### src/core/ekq_pkg.sv
// keypad scan event queue: shared constants, register map and state type
// assumes a 10 MHz clock and a register port fed by an external serial slave
// How it works
// - rows and columns joined by three select registers
// - key code is row times ten plus column plus one
// - idle drives matrix columns low, rows pulled high
// - any selected row low in idle starts scan
// - press logged after closure lasting one period
// - logged event sets key flag when enabled, except an overwrite in a full queue
// - two successive closed samples 25 ms apart
// - keep sampling every 25 ms while keys held
// - release logged after two open samples
// - all released returns scanner to idle
// - ten event registers share one queue
// - event counter counts logged events up to ten
// - bit 7 press status, low seven bits code
// - each event register read pops the event
// - empty queue reads return zero
// - reset leaves no line in the matrix
// - counter decrements as events are read
// - full queue plus new event sets overflow flag
// - overflow discards or overwrites oldest by mode
// - key flag clear refused while events remain
package ekq_pkg;

	// matrix and queue geometry
	localparam int NUM_COLS   = 10;
	localparam int NUM_ROWS   = 8;
	localparam int NUM_KEYS   = NUM_COLS * NUM_ROWS;
	localparam int FIFO_DEPTH = 10;

	// timing: scan period and column settle time
	localparam int CLK_HZ          = 10_000_000;
	localparam int SCAN_PERIOD_MS  = 25;
	localparam int SCAN_CYC        = (CLK_HZ / 1000) * SCAN_PERIOD_MS;
	localparam int COL_SETTLE_CYC  = 6;

	// register offsets
	localparam logic [7:0] ADDR_CFG        = 8'h01;
	localparam logic [7:0] ADDR_INT_STAT   = 8'h02;
	localparam logic [7:0] ADDR_EVT_CNT    = 8'h03;
	localparam logic [7:0] ADDR_EVT_FIRST  = 8'h04;
	localparam logic [7:0] ADDR_EVT_LAST   = 8'h0D;
	localparam logic [7:0] ADDR_SEL_ROW    = 8'h1D;
	localparam logic [7:0] ADDR_SEL_COL_LO = 8'h1E;
	localparam logic [7:0] ADDR_SEL_COL_HI = 8'h1F;

	// field positions
	localparam int CFG_KEY_EVENT_IRQ_ENABLE_BIT  = 0;
	localparam int CFG_OVF_IEN_BIT = 1;
	localparam int CFG_WRAP_BIT    = 5;
	localparam int STAT_KE_BIT     = 0;
	localparam int STAT_OVF_BIT    = 1;
	localparam int EVT_STATUS_BIT  = 7;

	// reset values
	localparam logic [7:0] CFG_RST = 8'h00;
	localparam logic [7:0] SEL_RST = 8'h00;

	typedef enum logic [2:0] {
		EKQ_IDLE,
		EKQ_DRIVE,
		EKQ_EMIT,
		EKQ_CHECK,
		EKQ_WAIT
	} ekq_state_t;

endpackage : ekq_pkg

### src/core/ekq_sync.sv
// three-stage input synchroniser with agreement filter for pin inputs
// assumes inputs are asynchronous to clk; output updates when stages 2 and 3 agree
`timescale 1ns/1ps
module ekq_sync #(
	parameter int              W       = 8,
	parameter logic [W-1:0]    RST_VAL = '1
) (
	// clock and reset
	input  wire logic         clk,
	input  wire logic         rst_n,
	// pins and filtered result
	input  wire logic [W-1:0] pin_in,
	output logic      [W-1:0] filt_out
);

	logic [W-1:0] s1_r;
	logic [W-1:0] s2_r;
	logic [W-1:0] s3_r;
	logic [W-1:0] filt_r;

	// per-bit agreement between the later stages
	wire [W-1:0] agree = ~(s2_r ^ s3_r);
	wire [W-1:0] filt_nxt = (agree & s3_r) | (~agree & filt_r);

	// stage 1 feeds only stage 2
	always_ff @(posedge clk or negedge rst_n) begin
		if (!rst_n) begin
			s1_r   <= RST_VAL;
			s2_r   <= RST_VAL;
			s3_r   <= RST_VAL;
			filt_r <= RST_VAL;
		end else begin
			s1_r   <= pin_in;
			s2_r   <= s1_r;
			s3_r   <= s2_r;
			filt_r <= filt_nxt;
		end
	end

	assign filt_out = filt_r;

endmodule : ekq_sync

### src/core/ekq_skid.sv
// two-entry buffer between the scanner and the event queue
// assumes same-clock producer and consumer; a stalled consumer stalls the producer
`timescale 1ns/1ps
module ekq_skid #(
	parameter int W = 8
) (
	// clock and reset
	input  wire logic         clk,
	input  wire logic         rst_n,
	// filling side
	input  wire logic         in_valid,
	output logic              in_ready,
	input  wire logic [W-1:0] in_data,
	// draining side
	output logic              out_valid,
	input  wire logic         out_ready,
	output logic      [W-1:0] out_data
);

	logic [W-1:0] mem_r [2];
	logic         wp_r;
	logic         rp_r;
	logic [1:0]   cnt_r;

	// honest full and empty from the occupancy count
	wire push = in_valid & in_ready;
	wire pop  = out_valid & out_ready;
	assign in_ready  = (cnt_r != 2'h2);
	assign out_valid = (cnt_r != 2'h0);
	assign out_data  = mem_r[rp_r];

	// storage has no reset; only pointers and count do
	always_ff @(posedge clk) begin
		if (push) begin
			mem_r[wp_r] <= in_data;
		end
	end

	// pointers and count
	always_ff @(posedge clk or negedge rst_n) begin
		if (!rst_n) begin
			wp_r  <= 1'b0;
			rp_r  <= 1'b0;
			cnt_r <= 2'h0;
		end else begin
			if (push) wp_r <= ~wp_r;
			if (pop) rp_r <= ~rp_r;
			cnt_r <= cnt_r + {1'b0, push} - {1'b0, pop};
		end
	end

endmodule : ekq_skid

### src/core/ekq_keypad.sv
// keypad matrix scanner with debounced press/release events and a ten-entry queue
// assumes a parallel register port driven by an external serial slave, open-drain pins
`timescale 1ns/1ps
module ekq_keypad
	import ekq_pkg::*;
#(
	parameter int SCAN_PERIOD_CYC = ekq_pkg::SCAN_CYC
) (
	// clock and reset
	input  wire logic                       clk,
	input  wire logic                       rst_n,
	// register port
	input  wire logic [7:0]                 reg_addr,
	input  wire logic                       reg_wr,
	input  wire logic [7:0]                 reg_wdata,
	input  wire logic                       reg_rd,
	output logic      [7:0]                 reg_rdata,
	// matrix rows (inputs with pull-up)
	input  wire logic [ekq_pkg::NUM_ROWS-1:0] row_in,
	output logic      [ekq_pkg::NUM_ROWS-1:0] row_pullup_en,
	// matrix columns (open drain)
	output logic      [ekq_pkg::NUM_COLS-1:0] col_out,
	output logic      [ekq_pkg::NUM_COLS-1:0] col_oe,
	output logic      [ekq_pkg::NUM_COLS-1:0] col_pullup_en,
	// host interrupt (open drain, active low)
	output logic                            int_out,
	output logic                            int_oe
);

	import ekq_pkg::*;

	localparam int TW = $clog2(SCAN_PERIOD_CYC);

	// register file
	logic [7:0]          cfg_r;
	logic [NUM_ROWS-1:0] row_sel_r;
	logic [NUM_COLS-1:0] col_sel_r;
	logic                ke_flag_r;
	logic                ovf_flag_r;
	logic [7:0]          rdata_r;

	// scanner
	ekq_state_t          state_r;
	logic [3:0]          col_r;
	logic [2:0]          settle_r;
	logic [6:0]          key_r;
	logic [TW-1:0]       timer_r;
	logic [NUM_KEYS-1:0] cur_r;
	logic [NUM_KEYS-1:0] prev_r;
	logic [NUM_KEYS-1:0] held_r;
	logic [NUM_KEYS-1:0] cur_nxt;

	// event queue
	logic [7:0]          fifo_r [FIFO_DEPTH];
	logic [3:0]          wp_r;
	logic [3:0]          rp_r;
	logic [3:0]          cnt_r;

	// address decode used by read data and pop
	function automatic logic is_evt_addr(input logic [7:0] a);
		is_evt_addr = (a >= ADDR_EVT_FIRST) && (a <= ADDR_EVT_LAST);
	endfunction : is_evt_addr

	function automatic logic [3:0] ptr_inc(input logic [3:0] p);
		ptr_inc = (p == 4'(FIFO_DEPTH - 1)) ? 4'h0 : p + 4'h1;
	endfunction : ptr_inc

	// row pins pass the synchroniser; idle level is high
	logic [NUM_ROWS-1:0] row_f;
	ekq_sync #(
		.W       (NUM_ROWS),
		.RST_VAL ({NUM_ROWS{1'b1}})
	) u_row_sync (
		.clk      (clk),
		.rst_n    (rst_n),
		.pin_in   (row_in),
		.filt_out (row_f)
	);

	// closed rows are low rows that belong to the matrix
	wire [NUM_ROWS-1:0] row_closed = ~row_f & row_sel_r;
	wire                any_row    = |row_closed;

	// per-key debounce decisions at the key being emitted
	wire key_press = cur_r[key_r] & prev_r[key_r] & ~held_r[key_r];
	wire key_rel   = ~cur_r[key_r] & ~prev_r[key_r] & held_r[key_r];
	wire key_evt   = key_press | key_rel;

	// buffer between the scanner and the queue
	wire       sk_in_valid = (state_r == EKQ_EMIT) & key_evt;
	wire       sk_in_ready;
	wire       sk_out_valid;
	wire [7:0] sk_out_data;
	wire [7:0] evt_byte = {key_press, key_r + 7'h01};
	wire       evt_rd   = reg_rd & is_evt_addr(reg_addr);
	// the queue refuses a push in a pop cycle, keeping pointer updates simple
	wire       q_ready  = ~evt_rd;

	ekq_skid #(
		.W (8)
	) u_skid (
		.clk       (clk),
		.rst_n     (rst_n),
		.in_valid  (sk_in_valid),
		.in_ready  (sk_in_ready),
		.in_data   (evt_byte),
		.out_valid (sk_out_valid),
		.out_ready (q_ready),
		.out_data  (sk_out_data)
	);

	// queue status and overflow handling
	wire q_push  = sk_out_valid & q_ready;
	wire q_full  = (cnt_r == 4'(FIFO_DEPTH));
	wire q_empty = (cnt_r == 4'h0);
	wire q_pop   = evt_rd & ~q_empty;
	wire wrap_en = cfg_r[CFG_WRAP_BIT];
	wire q_write = q_push & (~q_full | wrap_en);
	wire q_ovf   = q_push & q_full;

	// timebase only runs outside idle
	wire tick = (timer_r == TW'(SCAN_PERIOD_CYC - 1));

	// one column's closed rows folded into the sample image; a skipped column
	// reads open, since the synchronised rows still show the last driven column
	always_comb begin
		cur_nxt = cur_r;
		for (int r = 0; r < NUM_ROWS; r++) begin
			for (int c = 0; c < NUM_COLS; c++) begin
				if (c == int'(col_r)) begin
					cur_nxt[r * NUM_COLS + c] = row_closed[r] & col_sel_r[c];
				end
			end
		end
	end

	// column drive: idle holds all matrix columns low, scan one at a time
	wire [NUM_COLS-1:0] col_onehot = NUM_COLS'(1) << col_r;
	wire                scanning   = (state_r == EKQ_DRIVE);
	assign col_out       = '0;
	assign col_oe        = scanning ? (col_sel_r & col_onehot) : col_sel_r;
	assign row_pullup_en = {NUM_ROWS{1'b1}};
	assign col_pullup_en = ~col_sel_r;

	// scanner state machine
	always_ff @(posedge clk or negedge rst_n) begin
		if (!rst_n) begin
			state_r  <= EKQ_IDLE;
			col_r    <= 4'h0;
			settle_r <= 3'h0;
			key_r    <= 7'h00;
			cur_r    <= '0;
			prev_r   <= '0;
			held_r   <= '0;
		end else begin
			case (state_r)
				EKQ_IDLE: begin
					col_r    <= 4'h0;
					settle_r <= 3'h0;
					if (any_row) begin
						state_r <= EKQ_DRIVE;
					end
				end
				EKQ_DRIVE: begin
					if (!col_sel_r[col_r] || settle_r == 3'(COL_SETTLE_CYC - 1)) begin
						cur_r    <= cur_nxt;
						settle_r <= 3'h0;
						if (col_r == 4'(NUM_COLS - 1)) begin
							col_r   <= 4'h0;
							key_r   <= 7'h00;
							state_r <= EKQ_EMIT;
						end else begin
							col_r <= col_r + 4'h1;
						end
					end else begin
						settle_r <= settle_r + 3'h1;
					end
				end
				EKQ_EMIT: begin
					// a full buffer holds the scan on this key
					if (!key_evt || sk_in_ready) begin
						if (key_evt) held_r[key_r] <= key_press;
						if (key_r == 7'(NUM_KEYS - 1)) begin
							state_r <= EKQ_CHECK;
						end else begin
							key_r <= key_r + 7'h01;
						end
					end
				end
				EKQ_CHECK: begin
					prev_r <= cur_r;
					if (held_r == '0 && cur_r == '0) begin
						state_r <= EKQ_IDLE;
					end else begin
						state_r <= EKQ_WAIT;
					end
				end
				EKQ_WAIT: begin
					if (tick) begin
						state_r <= EKQ_DRIVE;
					end
				end
				default: begin
					state_r <= EKQ_IDLE;
				end
			endcase
		end
	end

	// scan period timer, held at zero in idle
	always_ff @(posedge clk or negedge rst_n) begin
		if (!rst_n) begin
			timer_r <= '0;
		end else if (state_r == EKQ_IDLE || tick) begin
			timer_r <= '0;
		end else begin
			timer_r <= timer_r + TW'(1);
		end
	end

	// queue storage, written at the tail, overwrites oldest when wrapping
	always_ff @(posedge clk) begin
		if (q_write) begin
			fifo_r[wp_r] <= sk_out_data;
		end
	end

	// queue pointers and pending event count
	always_ff @(posedge clk or negedge rst_n) begin
		if (!rst_n) begin
			wp_r  <= 4'h0;
			rp_r  <= 4'h0;
			cnt_r <= 4'h0;
		end else if (q_write) begin
			wp_r <= ptr_inc(wp_r);
			if (q_full) begin
				rp_r <= ptr_inc(rp_r);
			end else begin
				cnt_r <= cnt_r + 4'h1;
			end
		end else if (q_pop) begin
			rp_r  <= ptr_inc(rp_r);
			cnt_r <= cnt_r - 4'h1;
		end
	end

	// write strobes for configuration
	wire wr_cfg  = reg_wr & (reg_addr == ADDR_CFG);
	wire wr_stat = reg_wr & (reg_addr == ADDR_INT_STAT);
	always_ff @(posedge clk or negedge rst_n) begin
		if (!rst_n) begin
			cfg_r     <= CFG_RST;
			row_sel_r <= NUM_ROWS'(SEL_RST);
			col_sel_r <= NUM_COLS'(SEL_RST);
		end else if (reg_wr) begin
			if (wr_cfg) cfg_r <= reg_wdata;
			if (reg_addr == ADDR_SEL_ROW) row_sel_r <= reg_wdata;
			if (reg_addr == ADDR_SEL_COL_LO) col_sel_r[7:0] <= reg_wdata;
			if (reg_addr == ADDR_SEL_COL_HI) col_sel_r[9:8] <= reg_wdata[1:0];
		end
	end

	// sticky flags: hardware set wins over a write-one clear
	wire ke_set    = q_write & ~q_full & cfg_r[CFG_KEY_EVENT_IRQ_ENABLE_BIT];
	wire ke_clr    = wr_stat & reg_wdata[STAT_KE_BIT] & q_empty;
	wire ovf_set   = q_ovf;
	wire ovf_clr   = wr_stat & reg_wdata[STAT_OVF_BIT];
	always_ff @(posedge clk or negedge rst_n) begin
		if (!rst_n) begin
			ke_flag_r  <= 1'b0;
			ovf_flag_r <= 1'b0;
		end else begin
			ke_flag_r  <= ke_set | (ke_flag_r & ~ke_clr);
			ovf_flag_r <= ovf_set | (ovf_flag_r & ~ovf_clr);
		end
	end

	// interrupt pin pulls low while an enabled flag stands
	wire irq = (ke_flag_r & cfg_r[CFG_KEY_EVENT_IRQ_ENABLE_BIT])
		| (ovf_flag_r & cfg_r[CFG_OVF_IEN_BIT]);
	assign int_out = 1'b0;
	assign int_oe  = irq;

	// read data mux; an empty queue answers zero
	wire [7:0] evt_rdata  = q_empty ? 8'h00 : fifo_r[rp_r];
	wire [7:0] stat_rdata = {6'h00, ovf_flag_r, ke_flag_r};
	wire [7:0] rd_mux =
		is_evt_addr(reg_addr)          ? evt_rdata :
		(reg_addr == ADDR_CFG)         ? cfg_r :
		(reg_addr == ADDR_INT_STAT)    ? stat_rdata :
		(reg_addr == ADDR_EVT_CNT)     ? {4'h0, cnt_r} :
		(reg_addr == ADDR_SEL_ROW)     ? row_sel_r :
		(reg_addr == ADDR_SEL_COL_LO)  ? col_sel_r[7:0] :
		(reg_addr == ADDR_SEL_COL_HI)  ? {6'h00, col_sel_r[9:8]} :
		8'h00;

	// read data is registered so it survives the pop
	always_ff @(posedge clk or negedge rst_n) begin
		if (!rst_n) begin
			rdata_r <= 8'h00;
		end else if (reg_rd) begin
			rdata_r <= rd_mux;
		end
	end

	assign reg_rdata = rdata_r;

endmodule : ekq_keypad

### config.mk
export PLATFORM = sky130hd
export DESIGN_NAME = ekq_keypad
export DESIGN_NICKNAME = d
export VERILOG_FILES = /design/src/core/ekq_pkg.sv /design/src/core/ekq_sync.sv /design/src/core/ekq_skid.sv /design/src/core/ekq_keypad.sv
export SDC_FILE = /design/constraint.sdc
export NUM_CORES = 1
export LEC_CHECK = 0
export ABC_CLOCK_PERIOD_IN_PS = 5200
export BUFFER_PORTS_ARGS = -buffer_cell sky130_fd_sc_hd__buf_2
export CAP_MARGIN = 20
export CORE_MARGIN = 4
export CORE_UTILIZATION = 45
export CTS_CLUSTER_SIZE = 20
export DETAILED_ROUTE_END_ITERATION = 8
export PLACE_DENSITY = 0.65
export SYNTH_ARGS = -nofsm -noshare
export SYNTH_HDL_FRONTEND = slang
export SYNTH_SLANG_ARGS = --single-unit
### constraint.sdc
create_clock -name clk -period 5.2 [get_ports clk]
set_clock_uncertainty 0.1 [all_clocks]
set_input_delay 0.78 -clock clk [delete_from_list [all_inputs] [get_ports clk]]
set_output_delay 0.78 -clock clk [all_outputs]
set_load 0.01 [all_outputs]
After elaboration in Yosys (flattened, before gate mapping)
Memories as Yosys holds them, arrays and structs flattened. Index checks and enable logic that the tools add are counted.

Output and inout port bits: 48. Bits in writable memories: 96. Memories kept: 2. Register bits after elaboration: 359. Logic and storage cells: 304.

Reduce and logical (&&, ||, !) cells: 38. Equality and inequality tests: 36. Shift operators: 1. Multiplexer cells: 51. Bitwise gates (word level): 127. Add/subtract/negate cells: 10. $lt $le $gt $ge: 5.

Memories: fifo_r (depth 10, bits a word 8, rd ports 1, clocked after Yosys merged registers in 0, wr ports 1, line ekq_keypad.sv:54) `logic [7:0] fifo_r [FIFO_DEPTH];`; u_skid.mem_r (depth 2, bits a word 8, rd ports 1, clocked after Yosys merged registers in 0, wr ports 1, line ekq_skid.sv:20) `logic [W-1:0] mem_r [2];`.

Operators by type and width (number): zero test 80 bit (2); AND 1 bit (102); bitwise mux 80 bit (1); two-way mux 8 bit (7); two-way mux 4 bit (10); AND reduction 3 bit (11); two-way mux 7 bit (4); AND 8 bit (3); == test 4 bit (first input constant) (6); == test 8 x 5 -> 1 bit (second input constant) (3); two-way mux 3 bit (8); inverter 8 bit (3); binary-select mux 1 bit (select 7 bit) (3); adder 18 x 1 -> 18 bit (second input constant) (1); == test 18 bit (second input constant) (1); two-way mux 18 bit (1); adder 4 x 1 -> 4 bit (second input constant) (4); == test 4 bit (second input constant) (4); == test 8 x 2 -> 1 bit (second input constant) (2); one-hot mux 3 bit (5 select lines) (1); one-hot mux 7 bit (2 select lines) (1); AND reduction 2 bit (7); != test 2 bit (second input constant) (6); AND 10 bit (1); 40 further kinds (76).

Longest topological paths before layout
Word-level depth: 10. Gate-level depth with buffers: 15.

By module
From an unflattened synthesis, not the netlist that was laid out.

Cell total of the unflattened synthesis: 1960. Area, all modules: 21620.7 um^2.

By module, submodules not included: ekq_keypad (times used 1, seq. area each 10485.1 um^2, area an instance 19915.4 um^2, cells an instance 1878); ekq_sync (times used 1, seq. area each 840.8 um^2, area an instance 930.9 um^2, cells an instance 40); ekq_skid (times used 1, seq. area each 580.6 um^2, area an instance 774.5 um^2, cells an instance 42).

Least setup slack after synthesis
Ideal clock, no wire load.

Kind: input-to-reg. Start point: input port reg_addr[7]. End point: register cnt_r[3]. Stages on the path: 10. Slack: 1.914 ns. Buffers on the path: 0. Arrival time: 3.060 ns. Cell sequence: or4_1 -> nor3_1 -> a21oi_1 -> o21ai_1 -> ha_1 -> a21o_1 -> a21oi_1 -> xor2_1 -> nor2_1 -> xor2_1.

Word-level cells in the longest chain between the ends: 8.

Ends and longest elaborated chain: from (decl) (line ekq_keypad.sv:13) `input wire logic [7:0] reg_addr,`; >= comparator 8 x 3 -> 1 bit / less-or-equal comparator 8 x 4 -> 1 bit (equally long branches) (line ekq_keypad.sv:61) `is_evt_addr = (a >= ADDR_EVT_FIRST) && (a <= ADDR_EVT_LAST);`; logical AND 1 bit (*) (line ekq_keypad.sv:61); AND 1 bit (*) (line ekq_keypad.sv:95) `wire evt_rd = reg_rd & is_evt_addr(reg_addr);`; inverter 1 bit (*) (line ekq_keypad.sv:97) `wire q_ready = ~evt_rd;`; AND 1 bit (*) (line ekq_keypad.sv:113) `wire q_push = sk_out_valid & q_ready;`; via q_push (line ekq_keypad.sv:113); AND 1 bit (*) (line ekq_keypad.sv:118) `wire q_write = q_push & (~q_full | wrap_en);`; != test 2 bit (no source line) / nonzero test 2 bit (equally long branches); AND reduction 2 bit (no source line); to (signal assigned) (line ekq_keypad.sv:239) `cnt_r <= cnt_r + 4'h1;`; to (signal assigned) (line ekq_keypad.sv:243) `cnt_r <= cnt_r - 4'h1;`; to (decl) (line ekq_keypad.sv:57) `logic [3:0] cnt_r;`.

The timed path passes the listed nets; every way through them passes the cells marked *. A chain may end at the register's enable or synchronous reset.

Worst setup path after layout
Start point: register key_r[2]. End point: register held_r[26].

Word-level cells in the longest chain between the ends: 9.

Ends and longest elaborated chain: from (decl) (line ekq_keypad.sv:46) `logic [6:0] key_r;`; from (signal assigned) (line ekq_keypad.sv:186) `key_r <= key_r + 7'h01;`; binary-select mux 1 bit (select 7 bit) (line ekq_keypad.sv:85, ekq_keypad.sv:86); two-way mux 1 bit (not written as such) (line ekq_keypad.sv:85, ekq_keypad.sv:86); inverter 1 bit (line ekq_keypad.sv:86) `wire key_rel = ~cur_r[key_r] & ~prev_r[key_r] & held_r[key_r];`; AND 1 bit (2 in a row) (line ekq_keypad.sv:86); OR 1 bit (line ekq_keypad.sv:87) `wire key_evt = key_press | key_rel;`; zero test 1 bit (line ekq_keypad.sv:181) `if (!key_evt || sk_in_ready) begin`; logical OR 1 bit (line ekq_keypad.sv:181); AND reduction 3 bit (no source line); to (signal, indexed assignment) (line ekq_keypad.sv:182) `if (key_evt) held_r[key_r] <= key_press;`; to (decl) (line ekq_keypad.sv:50) `logic [NUM_KEYS-1:0] held_r;`.

Several ways; a longest one is shown, not always the timed one. The select of a mux whose other input is x is not followed.

==> results.env <==
OUTCOME='finished clean'
SYNTH_TOP_FAMILY_BY_AREA='multiplexers'
POST_ROUTE_CELLS_DRIVE_ABOVE_1_SHARE_PCT=18.2
CLOCK-ROOT-BUFFER='clkbuf_16'
ANTENNA_FOUND_INITIAL=0
TIMING.CRITICAL_PATH.REQUIRED_NS=5.56
IR_DROP_mV=0.230
CTS_TREE='done'
POST-SYNTH-TOP-AREA-CELL='dfrtp_1'
SYNTHADDERAREAFRAC_PCT=1.04
CTS_INSERTED_BUFFERS=47
FILLER_CELLS_INSERTED=4195
YOSYS_MOST_USED_DFF='dfrtp_1'
FLOORPLAN.INITIALDENSITY_PCT=45.5
TIGHTEST_SLEW_NS=1.14
DPL_WORST_SLACK_NS=0.945
FP.DIEH_UM=228
FINAL.MIN_CLOCK_PERIOD_NS=4.32
POSTCTSHOLDBUFS=0
SYNTH_EDF_COUNT=96
DRC_ERRORS=0
POST_DRT_VIA_CELL_RATIO=6.07
R2R-START='key_r[2]'
YS.WARNINGS.COUNT=0
FLOORPLAN.ROWS=80
REG2REGPATHDEPTH=11
CLOCK_TREE.HTREE_LEVEL_COUNT=2
START_KIND='flip-flop'
SETUP_TNS_NS=0
SYNTH_MUX_AREA_SHARE_PCT=14.9
TOTAL_DESIGN_POWER_mW=9.43
SYNTH_SEQUENTIAL_AREA_RATIO_PCT=54.9
IO_PINS=76
POST_SYNTH_XOR_AREA_FRACTION_PCT=1.25
CP.ARRIVAL_NS=4.69
CLOCK_PATH_BUFFERS=3
CRIT_PATH_MAX_INCR_DELAY_NS=0.84
TIMING.FINAL.WS_SETUP_NS=0.877
SYNTH_ASYNC_RESET_RATIO_PCT=78.9
WORST_HOLD_PATH_TYPE='in2async'
CRIT_PATH_CELLS='buf_4 > mux2i_1 > mux4_2 > a211oi_1 > a2111oi_0 > a211o_1 > o21ai_2 > a2bb2oi_4 > buf_4 > nor3_1 > mux2_1'
GRT_MAX_DEGREE=156
DETAILEDPLACEMENTHPWL_MM=40.6
SYNTH_AREA_PER_CELL_UM2=11.3
VIA_COUNT=15700
POST-CTS-SETUP-BUFFERS=0
SYNTH_AREA_LEADERS='dfrtp_1 38%, edfxtp_1 13%, mux4_2 4.7%'
SYNTHESIS.AREA_UM2=21700
SETUP.REG_TO_REG.WORST_SLACK_NS=0.88
FIN_NETS=1968
ROUTED_WIRE_LENGTH_PER_INSTANCE_UM=23.2
TOPROUTINGLAYERUSED='met4'
DETAIL-ROUTE-ANTENNA-NETS=0
SYNTHSIMPLEGATEAREAFRAC_PCT=14.1
CRITICAL_PATH_CLASS='reg2reg'
CAP_VIOL_MAX_COUNT=0
CRITPATHMOSTFREQUENTCELL='buf_4'
GP_CONGESTION=0.947
DETAILROUTE.WIRELENGTH.MET2_MM=27.4
RSZ_0062_RAISED_AFTER_GLOBAL_ROUTING='false'
YOSYS.AREA.TOP_TYPE_SHARE_PCT=37.7
POSTSYNTHREGISTERBITS=455
DRT-MET1-WL_MM=25.2
POWER.DENSITY_nW_PER_UM2=392
ANTENNA-DIODE-COUNT=0
DIE_WIDTH_UM=228
GRT_PASS1_VIAS=15800
CLKLATENCYLATEPIN_NS=0.60
DRTITER0DRC=1743
GRT.OVERFLOW.TOTAL=0
DIE_AREA_UM2=51800
PLACEMENT.IO_BUFFERS=56
TOTALWIRELENGTH_MM=59.9
DR.PASS1.ITERS=6
CORE_UM2=47600
TIMING.FMAX_MHz=231
TOTAL_GLOBAL_ROUTE_TRACK_USAGE_PCT=23.4
AREAGROWTHSYNTHTOFINISH_PCT=10.8
GRT_PASS1_WL_MM=93.5
RESIZED_AFTER_CTS=0
FINALSETUPVIOLCOUNT=0
NETLIST-CELL-TYPE-COUNT=82
TIMING.FINAL.MAX_SLEW_VIOLATIONS=0
SYNTH-COMPOUND-AREA-SHARE_PCT=8.81
ROUTE.MET3.WL_MM=5.16
FINALHOLDVIOLCOUNT=0
PERIOD_SHARE_PCT=83.1
SLEW_HEADROOM_PCT=23.3
SYN-INSTANCE-COUNT=1913
REGTOREGENDPOINT='held_r[26]'
TIMING.CRITICAL_PATH.SLOWEST_STAGE_CELL='dfrtp_4'
CLK_TRANSITION_REPORTED_PATHS_NS=0.06
CELLLEAKAGEPOWER_nW=10.1
CRITPATHMAXFANOUT=51
CLKSINKCOUNT=455
CRIT_PATH_END_KIND='flip-flop'
## cells by family after synthesis
| group | Yosys count |
|---|---|
| compound gates | 302 |
| xor+xnor | 31 |
| fa+ha+maj | 19 |
| buf+inv | 228 |
| flops | 455 |
| mux | 246 |
| other cells | 2 |
| simple gates | 630 |
## worst max path at each step
| stage | startpoint | to | slack, ns | depth (start not counted) |
|---|---|---|---|---|
| floorplan | reg_addr[7] | cnt_r[3] | 1.91 | 10 |
| global placement | key_r[2] | held_r[61] | 1.07 | 11 |
| detailed placement | key_r[2] | held_r[26] | 0.94 | 11 |
| CTS | key_r[2] | held_r[60] | 0.92 | 11 |
| global route | key_r[2] | held_r[25] | 0.64 | 9 |
| finish | key_r[2] | held_r[26] | 0.88 | 11 |
## cells in the mapped netlist (4+ instances only)
cell and count:
nand2b_1 8, buf_1 8, ha_1 10, nand4_1 19, or3_1 10, a21oi_1 42, xnor2_1 19, dfstp_2 32
a222oi_1 5, edfxtp_1 96, and2_1 9, a22oi_1 15, o22ai_1 6, nor3_1 96, nor4_1 48, buf_2 12
and3_1 10, clkbuf_1 87, xor2_1 12, o221ai_1 4, mux4_2 45, o2bb2ai_1 4, a22o_1 8, mux2i_1 47
inv_1 79, mux2_1 74, buf_4 25, a211oi_1 13, a31oi_1 10, nor2b_1 29, nand2_1 197, maj3_1 8
a221oi_1 17, buf_6 13, nor2_1 76, mux2_2 79, nand3_1 104, o41ai_1 5, o211ai_1 6, o21ai_0 138
dfrtp_1 327
## where the power goes
group	switching, mW	leakage, nW	internal, mW	total (mW)
registers	0.357	5.66	3.99	4.34
logic	0.961	3.67	0.642	1.60
clock network	1.47	0.790	2.01	3.48
total	2.79	10.1	6.64	9.43
## cell type report
class / count / area, µm² / share of cell area (%)
Timing Repair Buffer: 96 / 622 / 2.59
Multi-Input combinational cell: 1247 / 8810 / 36.7
Sequential cell: 455 / 11900 / 49.6
Clock buffer: 68 / 1420 / 5.90
Clock inverter: 19 / 196 / 0.817
Tap cell: 615 / 769 / 3.20
Inverter: 82 / 308 / 1.28
## layout by cell type (no fill, tap or decap), drive strengths merged, types with 29 or more instances in the layout
master | Yosys | routed
a21oi | 43 | 43
buf | 59 | 95
clkbuf | 87 | 69
dfrtp | 327 | 327
dfstp | 32 | 32
edfxtp | 96 | 96
inv | 80 | 82
mux2 | 153 | 153
mux2i | 47 | 47
mux4 | 46 | 46
nand2 | 197 | 197
nand3 | 104 | 104
nor2 | 76 | 76
nor2b | 29 | 29
nor3 | 97 | 97
nor4 | 50 | 50
o21ai | 141 | 141
## per-layer routing
metal  track usage (%)  vias to the layer above
li1                  -                     6945
met1              31.9                     7867
met2              36.9                      703
met3              5.29                      146
met4              8.82                        0
met5                 0                        -
## per-stage QoR
step | std cells | util, % | instance area, µm² | hold slack, ns
final | 2582 | 50.5 | 24000 | 0.110
after global routing | 2582 | 50.5 | 24000 | 0.158
after CTS | 2580 | 50.4 | 24000 | 0.0993
after detailed placement | 2493 | 47.0 | 22400 | 0.247
after global placement | 2492 | 47.0 | 22400 | 0.245
after floorplan | 1930 | - | 21700 | 0.245
## state kept, by name, indices dropped and copies added, names as in the netlist, 10 cells and up, named ones only
signal,flops
col_sel_r,10
cur_r,80
fifo_r,80
timer_r,18
held_r,80
prev_r,80
u_skid.mem_r,16
## critical path, delay by kind of cell, from the launching register on
kind / cells / cell delay, ns
and+or+nand+nor: 1 / 0.16
buffers and inverters: 2 / 0.93
AOI/OAI and AO/OA: 5 / 1.16
muxes: 3 / 0.93
DFF: 1 / 0.84
No activity file was read; power rests on OpenSTA's default activity.
